==> src/include/hbg_pkg.sv <==
// Constants, types and overview of the H-bridge gate control block
// Overview of operation
// - Enable low: all gates resistive, fault_n undriven, other inputs ignored; fault flags still set status bits and can raise irq.
// - Gates follow dir_sel and PWM only while enable is high.
// - Unconnected dir_sel or PWM input reads as logic high.
// - Dir low, PWM low: hs2 and ls1 source, hs1 and ls2 sink, fault_n high.
// - Dir high, PWM low: hs1 and ls2 source, ls1 and hs2 sink, fault_n high.
// - PWM high: both low sides source, both high sides sink, fault_n high.
// - Over-temperature: all gates sink, K-line disabled, fault_n low until cleared; not latched, fault_n rises once the flag drops.
// - Overvoltage: all gates sink, K-line disabled, fault_n low.
// - Undervoltage: all gates sink, fault_n low.
// - High side on with node below threshold too long: switch off, flag short.
// - Low side on with node above threshold too long: switch off, flag short.
// - Only shorted transistors turn off; others keep the normal decode.
// - Short latch holds gate off and fault_n low until dir_sel or PWM changes.
// - fault_n low whenever any shutdown is present, high otherwise while enabled.
package hbg_pkg;
    localparam int CLK_PERIOD_NS = 40;
    localparam int SHORT_DETECT_NS = 10000;
    localparam int SHORT_DETECT_CYC = (SHORT_DETECT_NS + CLK_PERIOD_NS - 1) / CLK_PERIOD_NS;
    localparam int WAKE_NS = 50000;
    localparam int WAKE_CYC = (WAKE_NS + CLK_PERIOD_NS - 1) / CLK_PERIOD_NS;
    localparam int CNT_W = 16;
    localparam int SYNC_STAGES = 3;

    // Register byte offsets
    localparam logic [3:0] REG_STATUS = 4'h0;
    localparam logic [3:0] REG_MASK = 4'h4;
    localparam logic [3:0] REG_LIVE = 4'h8;
    localparam logic [3:0] REG_DETECT = 4'hC;

    // Status and mask layout
    localparam int STAT_TEMP = 0;
    localparam int STAT_OVOLT = 1;
    localparam int STAT_UVOLT = 2;
    localparam int STAT_SHORT = 3;
    localparam int STAT_W = 4;
    localparam logic [STAT_W-1:0] MASK_RESET = 4'h0;

    // Live register layout
    localparam int LV_FAULT_LSB = 0;
    localparam int LV_LATCH_LSB = 3;
    localparam int LV_ENABLED = 7;
    localparam int LV_AWAKE = 8;
    localparam int LV_PIN = 9;
    localparam int LV_DIR = 10;
    localparam int LV_PWM = 11;

    // Synchroniser lanes
    localparam int SY_EN = 0;
    localparam int SY_DIR = 1;
    localparam int SY_PWM = 2;
    localparam int SY_TEMP = 3;
    localparam int SY_OVOLT = 4;
    localparam int SY_UVOLT = 5;
    localparam int SY_NODE1 = 6;
    localparam int SY_NODE2 = 7;
    localparam int SY_N = 8;

    // Gate bit positions within hbg_gates_s
    localparam int G_LS2 = 0;
    localparam int G_HS2 = 1;
    localparam int G_LS1 = 2;
    localparam int G_HS1 = 3;
    localparam int G_N = 4;

    // One bit per gate: 1 source, 0 sink
    typedef struct packed {
        logic hs1_gate;
        logic ls1_gate;
        logic hs2_gate;
        logic ls2_gate;
    } hbg_gates_s;

    typedef struct packed {
        logic under_volt_flag;
        logic over_volt_flag;
        logic over_temp_flag;
    } hbg_faults_s;

    localparam hbg_gates_s GATES_SINK = '{default: 1'b0};
endpackage

==> src/hw/hbg_gate_control.sv <==
// H-bridge gate control with fault shutdown, short latches and Avalon registers
`timescale 1ns/100ps
module hbg_gate_control #(
    parameter int SHORT_DETECT_CYCLES = hbg_pkg::SHORT_DETECT_CYC,
    parameter int WAKE_CYCLES = hbg_pkg::WAKE_CYC
) (
    input wire logic clock_in,
    input wire logic rst_n_in,
    input wire logic enable_in,
    input wire logic dir_sel_in = 1'b1,
    input wire logic pwm_in = 1'b1,
    input wire hbg_pkg::hbg_faults_s fault_flags_in,
    input wire logic bridge_node_1_above_in,
    input wire logic bridge_node_2_above_in,
    input wire logic fault_n_in,
    output hbg_pkg::hbg_gates_s gate_drive_out,
    output logic gate_oe_out,
    output logic fault_n_out,
    output logic fault_n_oe_out,
    output logic kline_tx_disable_out,
    output logic irq_out,
    input wire logic [3:0] avs_address_in,
    input wire logic avs_read_in,
    input wire logic avs_write_in,
    input wire logic [31:0] avs_writedata_in,
    input wire logic [3:0] avs_byteenable_in,
    output logic [31:0] avs_readdata_out,
    output logic avs_waitrequest_out
);
    import hbg_pkg::*;

    generate
        if (SHORT_DETECT_CYCLES < 1 || SHORT_DETECT_CYCLES >= (1 << CNT_W) - 1) begin : g_chk_sd
            $error("SHORT_DETECT_CYCLES out of range");
        end
        if (WAKE_CYCLES < 1 || WAKE_CYCLES >= (1 << CNT_W)) begin : g_chk_wk
            $error("WAKE_CYCLES out of range");
        end
    endgenerate

    // Normal bridge decode
    function automatic hbg_gates_s decode(input logic dir, input logic pwm);
        hbg_gates_s g;
        g = GATES_SINK;
        if (pwm) begin
            g.ls1_gate = 1'b1;
            g.ls2_gate = 1'b1;
        end else if (dir) begin
            g.hs1_gate = 1'b1;
            g.ls2_gate = 1'b1;
        end else begin
            g.hs2_gate = 1'b1;
            g.ls1_gate = 1'b1;
        end
        return g;
    endfunction

    // Byte-lane merge for register writes
    function automatic logic [31:0] merge(input logic [31:0] old, input logic [31:0] wd,
                                          input logic [3:0] be);
        logic [31:0] r;
        r = old;
        for (int b = 0; b < 4; b++) begin
            if (be[b]) begin
                r[b*8 +: 8] = wd[b*8 +: 8];
            end
        end
        return r;
    endfunction

    // Input synchronisers
    logic [SY_N-1:0] raw;
    logic [SY_N-1:0] sy1;
    logic [SY_N-1:0] sy2;
    logic [SY_N-1:0] sy3;
    logic [SY_N-1:0] filt;

    assign raw[SY_EN] = enable_in;
    assign raw[SY_DIR] = dir_sel_in;
    assign raw[SY_PWM] = pwm_in;
    assign raw[SY_TEMP] = fault_flags_in.over_temp_flag;
    assign raw[SY_OVOLT] = fault_flags_in.over_volt_flag;
    assign raw[SY_UVOLT] = fault_flags_in.under_volt_flag;
    assign raw[SY_NODE1] = bridge_node_1_above_in;
    assign raw[SY_NODE2] = bridge_node_2_above_in;

    generate
        for (genvar s = 0; s < SY_N; s++) begin : g_sync
            // Second and third stage must agree, which rejects a single metastable sample
            always_ff @(posedge clock_in or negedge rst_n_in) begin
                if (!rst_n_in) begin
                    sy1[s] <= 1'b0;
                    sy2[s] <= 1'b0;
                    sy3[s] <= 1'b0;
                    filt[s] <= 1'b0;
                end else begin
                    sy1[s] <= raw[s];
                    sy2[s] <= sy1[s];
                    sy3[s] <= sy2[s];
                    if (sy2[s] == sy3[s]) begin
                        filt[s] <= sy3[s];
                    end
                end
            end
        end
    endgenerate

    logic enabled;
    logic dir_sel;
    logic pwm;
    logic node1_above;
    logic node2_above;
    hbg_faults_s faults;
    logic supply_fault;
    assign enabled = filt[SY_EN];
    assign dir_sel = filt[SY_DIR];
    assign pwm = filt[SY_PWM];
    assign node1_above = filt[SY_NODE1];
    assign node2_above = filt[SY_NODE2];
    assign faults = {filt[SY_UVOLT], filt[SY_OVOLT], filt[SY_TEMP]};
    assign supply_fault = |faults;

    // Control input change detection
    logic dir_prev;
    logic pwm_prev;
    logic ctrl_change;
    always_ff @(posedge clock_in or negedge rst_n_in) begin
        if (!rst_n_in) begin
            dir_prev <= 1'b0;
            pwm_prev <= 1'b0;
        end else begin
            dir_prev <= dir_sel;
            pwm_prev <= pwm;
        end
    end
    assign ctrl_change = (dir_sel != dir_prev) || (pwm != pwm_prev);

    // Wake-up timer; host waits on it, the bridge does not
    logic [CNT_W-1:0] wake_cnt;
    logic awake;
    always_ff @(posedge clock_in or negedge rst_n_in) begin
        if (!rst_n_in) begin
            wake_cnt <= '0;
        end else if (!enabled) begin
            wake_cnt <= '0;
        end else if (wake_cnt != CNT_W'(WAKE_CYCLES)) begin
            wake_cnt <= wake_cnt + 1'b1;
        end
    end
    assign awake = (wake_cnt == CNT_W'(WAKE_CYCLES));

    // Short detection per transistor
    logic [CNT_W-1:0] detect_cfg;
    hbg_gates_s normal;
    hbg_gates_s cmd_on;
    logic [G_N-1:0] latch;
    logic [G_N-1:0] short_cond;
    logic [G_N-1:0] latch_set;
    logic [CNT_W-1:0] short_cnt [G_N];

    assign normal = decode(dir_sel, pwm);

    generate
        for (genvar i = 0; i < G_N; i++) begin : g_short
            localparam bit IS_HS = (i == G_HS1) || (i == G_HS2);
            localparam bit ON_NODE1 = (i == G_HS1) || (i == G_LS1);
            logic node_above;
            assign node_above = ON_NODE1 ? node1_above : node2_above;
            // High side shorted when node stays low, low side when it stays high
            assign short_cond[i] = IS_HS ? !node_above : node_above;
            assign cmd_on[i] = enabled && !supply_fault && normal[i] && !latch[i];
            assign latch_set[i] = cmd_on[i] && short_cond[i] && (short_cnt[i] >= detect_cfg);

            // Saturating count, so a stuck comparator cannot wrap and re-arm
            always_ff @(posedge clock_in or negedge rst_n_in) begin
                if (!rst_n_in) begin
                    short_cnt[i] <= '0;
                end else if (!(cmd_on[i] && short_cond[i])) begin
                    short_cnt[i] <= '0;
                end else if (short_cnt[i] != {CNT_W{1'b1}}) begin
                    short_cnt[i] <= short_cnt[i] + 1'b1;
                end
            end

            // A new short beats a simultaneous control change
            always_ff @(posedge clock_in or negedge rst_n_in) begin
                if (!rst_n_in) begin
                    latch[i] <= 1'b0;
                end else if (latch_set[i]) begin
                    latch[i] <= 1'b1;
                end else if (ctrl_change) begin
                    latch[i] <= 1'b0;
                end
            end
        end
    endgenerate

    // Gate drive with fault priority
    hbg_gates_s next_gates;
    logic next_fault_n;
    always_comb begin
        next_gates = GATES_SINK;
        next_fault_n = 1'b1;
        if (!enabled) begin
            next_gates = GATES_SINK;
        end else if (supply_fault) begin
            next_gates = GATES_SINK;
            next_fault_n = 1'b0;
        end else begin
            next_gates = normal & ~latch;
            next_fault_n = ~|latch;
        end
    end

    always_ff @(posedge clock_in or negedge rst_n_in) begin
        if (!rst_n_in) begin
            gate_drive_out <= GATES_SINK;
            gate_oe_out <= 1'b0;
        end else begin
            gate_drive_out <= next_gates;
            gate_oe_out <= enabled;
        end
    end

    // Open-drain diagnostic pin, undriven in standby
    always_ff @(posedge clock_in or negedge rst_n_in) begin
        if (!rst_n_in) begin
            fault_n_out <= 1'b1;
            fault_n_oe_out <= 1'b0;
        end else begin
            fault_n_out <= next_fault_n;
            fault_n_oe_out <= enabled;
        end
    end

    always_ff @(posedge clock_in or negedge rst_n_in) begin
        if (!rst_n_in) begin
            kline_tx_disable_out <= 1'b0;
        end else begin
            kline_tx_disable_out <= enabled &&
                (faults.over_temp_flag || faults.over_volt_flag);
        end
    end

    // Fault events for the interrupt status
    // Rising edges only, so a fault that stays on reports once
    hbg_faults_s faults_prev;
    logic [STAT_W-1:0] events;
    always_ff @(posedge clock_in or negedge rst_n_in) begin
        if (!rst_n_in) begin
            faults_prev <= '0;
        end else begin
            faults_prev <= faults;
        end
    end
    assign events[STAT_TEMP] = faults.over_temp_flag && !faults_prev.over_temp_flag;
    assign events[STAT_OVOLT] = faults.over_volt_flag && !faults_prev.over_volt_flag;
    assign events[STAT_UVOLT] = faults.under_volt_flag && !faults_prev.under_volt_flag;
    assign events[STAT_SHORT] = |latch_set;

    // Avalon slave: one wait cycle, then the access completes
    logic [STAT_W-1:0] status;
    logic [STAT_W-1:0] mask;
    logic done;
    logic [31:0] next_rdata;
    logic [31:0] mask_merged;
    logic [31:0] detect_merged;
    assign done = (avs_read_in || avs_write_in) && !avs_waitrequest_out;
    // Merged words as nets, so only the implemented bits are kept
    assign mask_merged = merge(32'(mask), avs_writedata_in, avs_byteenable_in);
    assign detect_merged = merge(32'(detect_cfg), avs_writedata_in, avs_byteenable_in);

    always_ff @(posedge clock_in or negedge rst_n_in) begin
        if (!rst_n_in) begin
            avs_waitrequest_out <= 1'b1;
        end else if ((avs_read_in || avs_write_in) && avs_waitrequest_out) begin
            avs_waitrequest_out <= 1'b0;
        end else begin
            avs_waitrequest_out <= 1'b1;
        end
    end

    always_comb begin
        next_rdata = '0;
        unique case (avs_address_in)
            REG_STATUS: next_rdata[STAT_W-1:0] = status;
            REG_MASK: next_rdata[STAT_W-1:0] = mask;
            REG_LIVE: begin
                next_rdata[LV_FAULT_LSB +: 3] = faults;
                next_rdata[LV_LATCH_LSB +: G_N] = latch;
                next_rdata[LV_ENABLED] = enabled;
                next_rdata[LV_AWAKE] = awake;
                next_rdata[LV_PIN] = fault_n_in;
                next_rdata[LV_DIR] = dir_sel;
                next_rdata[LV_PWM] = pwm;
            end
            REG_DETECT: next_rdata[CNT_W-1:0] = detect_cfg;
            default: next_rdata = '0;
        endcase
    end

    always_ff @(posedge clock_in or negedge rst_n_in) begin
        if (!rst_n_in) begin
            avs_readdata_out <= '0;
        end else if (avs_read_in && avs_waitrequest_out) begin
            avs_readdata_out <= next_rdata;
        end
    end

    always_ff @(posedge clock_in or negedge rst_n_in) begin
        if (!rst_n_in) begin
            mask <= MASK_RESET;
            detect_cfg <= CNT_W'(SHORT_DETECT_CYCLES);
        end else if (done && avs_write_in) begin
            if (avs_address_in == REG_MASK) begin
                mask <= mask_merged[STAT_W-1:0];
            end
            if (avs_address_in == REG_DETECT) begin
                detect_cfg <= detect_merged[CNT_W-1:0];
            end
        end
    end

    // Sticky status: read clears only the bits it reported
    // A bit set after read data was captured survives, as does a same-cycle event
    always_ff @(posedge clock_in or negedge rst_n_in) begin
        if (!rst_n_in) begin
            status <= '0;
        end else if (done && avs_read_in && avs_address_in == REG_STATUS) begin
            status <= (status & ~avs_readdata_out[STAT_W-1:0]) | events;
        end else begin
            status <= status | events;
        end
    end

    always_ff @(posedge clock_in or negedge rst_n_in) begin
        if (!rst_n_in) begin
            irq_out <= 1'b0;
        end else begin
            irq_out <= |(status & mask);
        end
    end
endmodule

==> config.mk <==
export PLATFORM = sky130hd
export DESIGN_NAME = hbg_gate_control
export DESIGN_NICKNAME = d
export VERILOG_FILES = /design/src/include/hbg_pkg.sv /design/src/hw/hbg_gate_control.sv
export SDC_FILE = /design/constraint.sdc
export NUM_CORES = 1
export LEC_CHECK = 0
export BUFFER_PORTS_ARGS = -buffer_cell sky130_fd_sc_hd__buf_2
export CAP_MARGIN = 25
export CORE_ASPECT_RATIO = 0.7
export CORE_MARGIN = 5
export CORE_UTILIZATION = 40
export DETAILED_ROUTE_END_ITERATION = 12
export MAX_ROUTING_LAYER = met4
export PLACE_DENSITY_LB_ADDON = 0.12
export SYNTH_ARGS = -nofsm -noshare
export SYNTH_HDL_FRONTEND = slang
export SYNTH_SLANG_ARGS = --single-unit
export TNS_END_PERCENT = 1
==> constraint.sdc <==
create_clock -name clock_in -period 3 [get_ports clock_in]
set_clock_uncertainty 0.2 [all_clocks]
set_input_delay 0.6 -clock clock_in [delete_from_list [all_inputs] [get_ports clock_in]]
set_output_delay 0.6 -clock clock_in [all_outputs]
set_load 0.01 [all_outputs]
**Word level (Yosys, flattened, before mapping)**

Cells that the tools add are included.

- Output and inout bits: 42
- Register bits: 170
- Input bits: 53
- Logic and storage cells: 184

- Mux-type cells: 30
- Reductions and logical operators: 54
- Magnitude comparators: 4
- Equality and inequality tests: 24
- Bitwise logic cells: 7
- Add/sub/neg operators: 5

Operators by type and width:

| cell | count |
|---|---|
| $mux 16 | 10 |
| $add 16x1->16 const B | 5 |
| $ge 16x16->1 | 4 |
| $ne 16x16->1 const B | 4 |
| $logic_and 1x1->1 | 27 |
| $eq 16x11->1 const B | 1 |
| $mux 4 | 4 |
| $ne 16x11->1 const B | 1 |
| $pmux 4 s4 | 1 |
| $pmux 8 s2 | 1 |
| $mux 1 | 13 |
| $and 4x4->4 | 3 |
| $logic_not 1->1 | 12 |
| $reduce_or 4->1 | 3 |
| $ne 2x1->1 const B | 5 |
| $reduce_and 3->1 | 3 |
| $eq 1x1->1 | 8 |
| $eq 4x4->1 const B | 2 |
| $not 4->4 | 2 |
| $or 4x4->4 | 2 |
| $reduce_bool 2->1 | 4 |
| $eq 4x3->1 const B | 1 |
| $logic_not 4->1 | 1 |
| $logic_or 1x1->1 | 3 |
| other kinds (3) | 4 |

**Logic depth before layout (Yosys ltp)**

- Word-level depth: 10
- Gate-level depth with buffers: 8
- Depth with buffers taken out: 8

**Least setup slack after synthesis**

No wires, ideal clock.

- Path type: register to register
- From: register filt[4], in the netlist faults[1]
- To: register short_cnt[30] (netlist name)
- Buffers on the path: 1
- Setup slack: 506 ps
- Data arrival time: 2,162 ps
- Cell stages (with the launch flop): 8
- Required time: 2,668 ps
- Period minus slack after synthesis: 2,494 ps
- Library setup time: 132 ps
- Cell sequence: dfrtp_1 or4b_4 or4b_1 buf_6 o31ai_4 nor2_1 xnor2_1 nor2_1

- Cells in the longest elaborated chain, start to end: 7
- Elaborated cells between the ends (all ways): 8
- Classes of those cells: eq/ne: 1; mux: 1; reduce/logical: 6

RTL lines:

| element | RTL line | RTL |
|---|---|---|
| start, declared | hbg_gate_control.sv:76 | `logic [SY_N-1:0] filt;` |
| start signal, assigned by index | hbg_gate_control.sv:101 | `filt[s] <= sy3[s];` |
| $reduce_or 3->1 (*) | hbg_gate_control.sv:121 | `assign supply_fault = \|faults;` |
| $logic_not 1->1 (*) | hbg_gate_control.sv:171 | `assign cmd_on[i] = enabled && !supply_fault && normal[i] && !latch[i];` |
| $logic_and 1x1->1 (*) (3 in a row) | hbg_gate_control.sv:171 |  |
| $logic_and 1x1->1 (*) | hbg_gate_control.sv:178 | `end else if (!(cmd_on[i] && short_cond[i])) begin` |
| $ne 2x1->1 (no source line) / $mux 16 (equally long branches) | - |  |
| end signal, assigned by index | hbg_gate_control.sv:181 | `short_cnt[i] <= short_cnt[i] + 1'b1;` |
| end, declared | hbg_gate_control.sv:159 | `logic [CNT_W-1:0] short_cnt [G_N];` |

Every way passes the cells marked *; elsewhere a longest branch is shown, timed or not.
A chain may end at the register's enable or synchronous reset.

**Worst setup path in the final report**

- From: register detect_cfg[0]
- To: register status[3]

- Cells in the longest elaborated chain, start to end: 5
- Elaborated cells between the ends (all ways): 12
- Classes of those cells: order compare: 4; mux: 1; bitwise: 2; reduce/logical: 5

RTL lines:

| element | RTL line | RTL |
|---|---|---|
| start, declared | hbg_gate_control.sv:153 | `logic [CNT_W-1:0] detect_cfg;` |
| start signal, assigned | hbg_gate_control.sv:313 | `detect_cfg <= CNT_W'(SHORT_DETECT_CYCLES);` |
| start signal, assigned | hbg_gate_control.sv:319 | `detect_cfg <= detect_merged[CNT_W-1:0];` |
| $ge 16x16->1 | hbg_gate_control.sv:172 | `assign latch_set[i] = cmd_on[i] && short_cond[i] && (short_cnt[i] >= detect_cfg);` |
| $logic_and 1x1->1 | hbg_gate_control.sv:172 |  |
| $reduce_or 4->1 (*) | hbg_gate_control.sv:259 | `assign events[STAT_SHORT] = \|latch_set;` |
| $or 4x4->4 (on tied branches) | hbg_gate_control.sv:332, hbg_gate_control.sv:330 |  |
| $mux 4 (*) | hbg_gate_control.sv:329 | `end else if (done && avs_read_in && avs_address_in == REG_STATUS) begin` |
| end signal, assigned | hbg_gate_control.sv:330 | `status <= (status & ~avs_readdata_out[STAT_W-1:0]) \| events;` |
| end signal, assigned | hbg_gate_control.sv:332 | `status <= status \| events;` |
| end, declared | hbg_gate_control.sv:262 | `logic [STAT_W-1:0] status;` |

Marked as above.

==> metrics.md <==
| Metric | Value |
|---|---|
| TritonRoute pass-1 iters | `5` |
| CTS Sinks | `between 150 and 200` |
| Post-Syn Area | `between 8000 and 9000 µm²` |
| Final worst-path cycle share | `0.929` |
| Arr. time, crit path | `between 2 and 3 ns` |
| # rows | `45` |
| Final worst path period need | `about 2.8 ns` |
| Yosys top cell area share | `0.464` |
| # port buffers | `60` |
| Drt wl/cell | `17.4 µm` |
| Yosys Warn Count | `0` |
| Max Slew Vio Count | `0` |
| Largest net degree at the start of global routing | `between 60 and 70` |
| Final Wtd Congestion | `around 0.8` |
| Yosys top cell by area | `dfrtp_1` |
| Initial antenna violation count | `0` |
| Die width | `~190 µm` |
| Int Pwr | `between 4000 and 5000 µW` |
| Root Buffer | `clkbuf_16` |
| WS Path Type | `reg2reg` |
| Buf/Inv on CP | `0` |
| Post-synth top flop | `dfrtp_1` |
| Core area | `~22000 µm²` |
| # IOs | `95` |
| Crit path max-delay cell type | `or4_1` |
| Synth Area in Compound Gates | `0.0951` |
| Total gr overflow | `0` |
| Die Height | `between 100 and 150 µm` |
| Synth area leaders | `dfrtp_1 46%, ha_1 10%, xnor2_1 4.1%` |
| CTS tree | `built` |
| RSZ-0062 raised after global routing | `no` |
| Sw Share | `0.266` |
| Share of cells above drive strength 1 | `0.144` |
| Netlist cell types | `54` |
| Yosys reg bits | `between 150 and 200` |
| PD cells | `approximately 540 nW/µm²` |
| Relative slew slack | `0.381` |
| HP Class | `in2reg` |
| DRC violations left | `0` |
| Clk buf depth | `2` |
| Final Net Count | `approximately 1100` |
| Worst slew pin tran | `between 0.9 and 1 ns` |
| Largest family of logic cells by synthesized area | `simple AND/OR/NAND/NOR gates` |
| First-pass GRT wire length | `34700 µm` |
| CP Max Fanout | `5` |
| Ys async rst share | `1.00` |
| Logic pwr share | `0.117` |
| EDFF count, synth | `0` |
| Area growth syn-to-layout | `15.3%` |
| Via density | `between 5 and 6` |
| Leakage power | `around 0.0046 µW` |
| Adder-cell share of the synthesized area | `0.109` |
| Sequential-to-total area share from yosys stat | `0.488` |
| Status | `finished clean` |
| Vias in the first global route | `6084` |
| Mean post-synth cell area | `between 10 and 15 µm²` |
| Hold Slack | `0.0700 ns` |
| Clock group share of total power | `0.423` |
| Tot GR Track Use | `0.181` |
| Total CTS buffers | `17` |
| Crit path cell chain | `ha_1, nand2b_1, a2111oi_0, nor4b_1, nor4_1, o21ai_0, or4_1` |
| Setup Total Neg Slack | `0 ns` |
| Synth Area in XOR/XNOR | `0.0591` |
| Starting Density | `0.405` |
| Worst IR Drop VDD | `around 0.40 mV` |
| Fin. Hold Viols | `0` |
| Post-DRT Antenna Nets | `0` |
| Max Cap Viol | `0` |
| Hold_buf cts | `1` |
| Clk_lat worst skew | `about 0.43 ns` |
| Crit. End Element | `flop` |
| Final Util | `0.467` |
| Cell family with most CP delay | `simple AND/OR/NAND/NOR gates` |
| Antenna Cells | `0` |
| Post-synthesis cell count | `just under 900` |
| Placed wire-length estimate | `16100 µm` |
| Simple-gate area share of the yosys netlist | `0.191` |
| Crit path launch type | `flop` |
| Via count | `6364` |
| Required time worst endpoint | `just over 3 ns` |
| WL final | `21600 µm` |
| Clock Pin Slew Worst Setup and Hold Paths | `0.07 ns` |
| Psw | `1460 µW` |
| Initial drt markers | `about 390` |
| H-tree depth | `4` |
| Post-CTS Resized | `0` |
| Largest stage delay, worst path | `between 0.5 and 0.6 ns` |
| Fmax achieved | `between 300 and 400 MHz` |
| Sequential fraction of design power | `0.460` |
| Final setup vio count | `0` |
| Multiplexer share of the synthesized area | `0.0168` |
| Die area | `between 20000 and 25000 µm²` |
| Post-CTS Repair Setup Buffers | `0` |
[layer usage]
metal | GRT usage | up-vias | share of wire
met5 | - | - | 0
met4 | 0.0449 | 0 | 0.010
met3 | 0.0306 | 18 | 0.036
met2 | 0.238 | 107 | 0.40
met1 | 0.287 | 3071 | 0.56
li1 | - | 3168 | -
[metrics by stage]
stage               cell area [µm²]  worst slack (ns)  std cells  total power (µW)
floorplan                      8790             0.506        881              2900
global placement               9450             0.217       1209              3200
detailed placement             9450             0.175       1209              3210
CTS                           10100             0.162       1242              5560
global route                  10100           0.00952       1242              5750
finish                        10100             0.212       1242              5490
[cell families (layout without fill, tap and decap cells)]
kind of cell	count (synthesis)	count (layout)
muxes	14	14
AOI/OAI and AO/OA	132	132
xor gates and xnor gates	59	59
DFF	170	170
adders and majority gates	78	78
buffers and inverters	75	154
and+or+nand+nor	337	337
other	1	16
[placed cells by master (no fill, tap or decap), drive strengths merged, types with 20 or more instances in the layout]
cell    Yosys  layout
o21ai      47      47
dfrtp     162     162
nor3       23      23
xnor2      41      41
clkbuf     24      20
ha         70      70
inv        33      37
a21oi      29      29
nor2       85      85
nand2      89      89
nand4      24      24
nand3      30      30
and2       22      22
buf        18      88
[worst paths after layout]
path | start | end | slack (ns) | depth (start not counted)
min reg2reg | sy1[3] | sy2[3] | 0.15 | 0
max | detect_cfg[0] | status[3] | 0.21 | 7
max in group asynchronous | rst_n_in | avs_waitrequest_out | 1.34 | 3
max reg2reg | detect_cfg[0] | status[3] | 0.21 | 7
min in group asynchronous | rst_n_in | wake_cnt[12] | 0.49 | 2
min | enable_in | sy1[0] | 0.07 | 1
[cell type report]
class,instances,area (µm²)
clock buffers,20,457
clock inverters,12,163
fillers,2054,11500
inverters,33,124
multi-input cells,636,4180
flip-flops and latches,170,4260
well taps,282,353
repair buffers,89,539
[cells in the mapped netlist, types with 3 or more instances]
cell,number
ha_1,70
xnor2_1,41
nor2_1,85
o21ai_0,46
nand4_1,24
inv_1,33
mux2_2,5
nor2b_1,4
and2_1,21
a2111oi_0,7
xor2_1,18
maj3_1,8
and3_1,17
a22oi_1,10
nand3_1,30
o21a_1,3
dfstp_2,8
a21o_1,10
a31oi_1,4
clkbuf_1,24
dfrtp_1,162
nor4b_1,4
buf_4,17
or4_1,3
nor3_1,23
a221oi_1,6
a21oi_1,29
nand2_1,89
or3_1,6
a211oi_1,8
and4_1,5
nor3b_1,4
nor4_1,6
mux2i_1,9
nand2b_1,6
[worst register-to-register path: stages (launching register included)]
cell and delay [ns]:
dfrtp_1 0.50, ha_1 0.34, nand2b_1 0.13, a2111oi_0 0.43, nor4b_1 0.11, nor4_1 0.31
o21ai_0 0.13, or4_1 0.51
[power by group through the flow]
stage,registers [µW],clock network (µW),logic (µW)
floorplan,2550,0,348
global placement,2560,0,638
detailed placement,2560,0,646
CTS,2520,2390,650
global route,2540,2490,728
finish,2520,2320,641
[state kept, by name, summed over array words and instances, names as in the netlist, 2 cells and up]
signal              flops
short_cnt              64
avs_readdata_out       16
detect_cfg             16
wake_cnt               16
sy1                     8
sy2                     8
sy3                     8
gate_drive_out          4
latch                   4
mask                    4
status                  4
faults                  3
faults_prev             3
g_short.node_above      2
No activity file was read; power rests on OpenSTA's default activity.
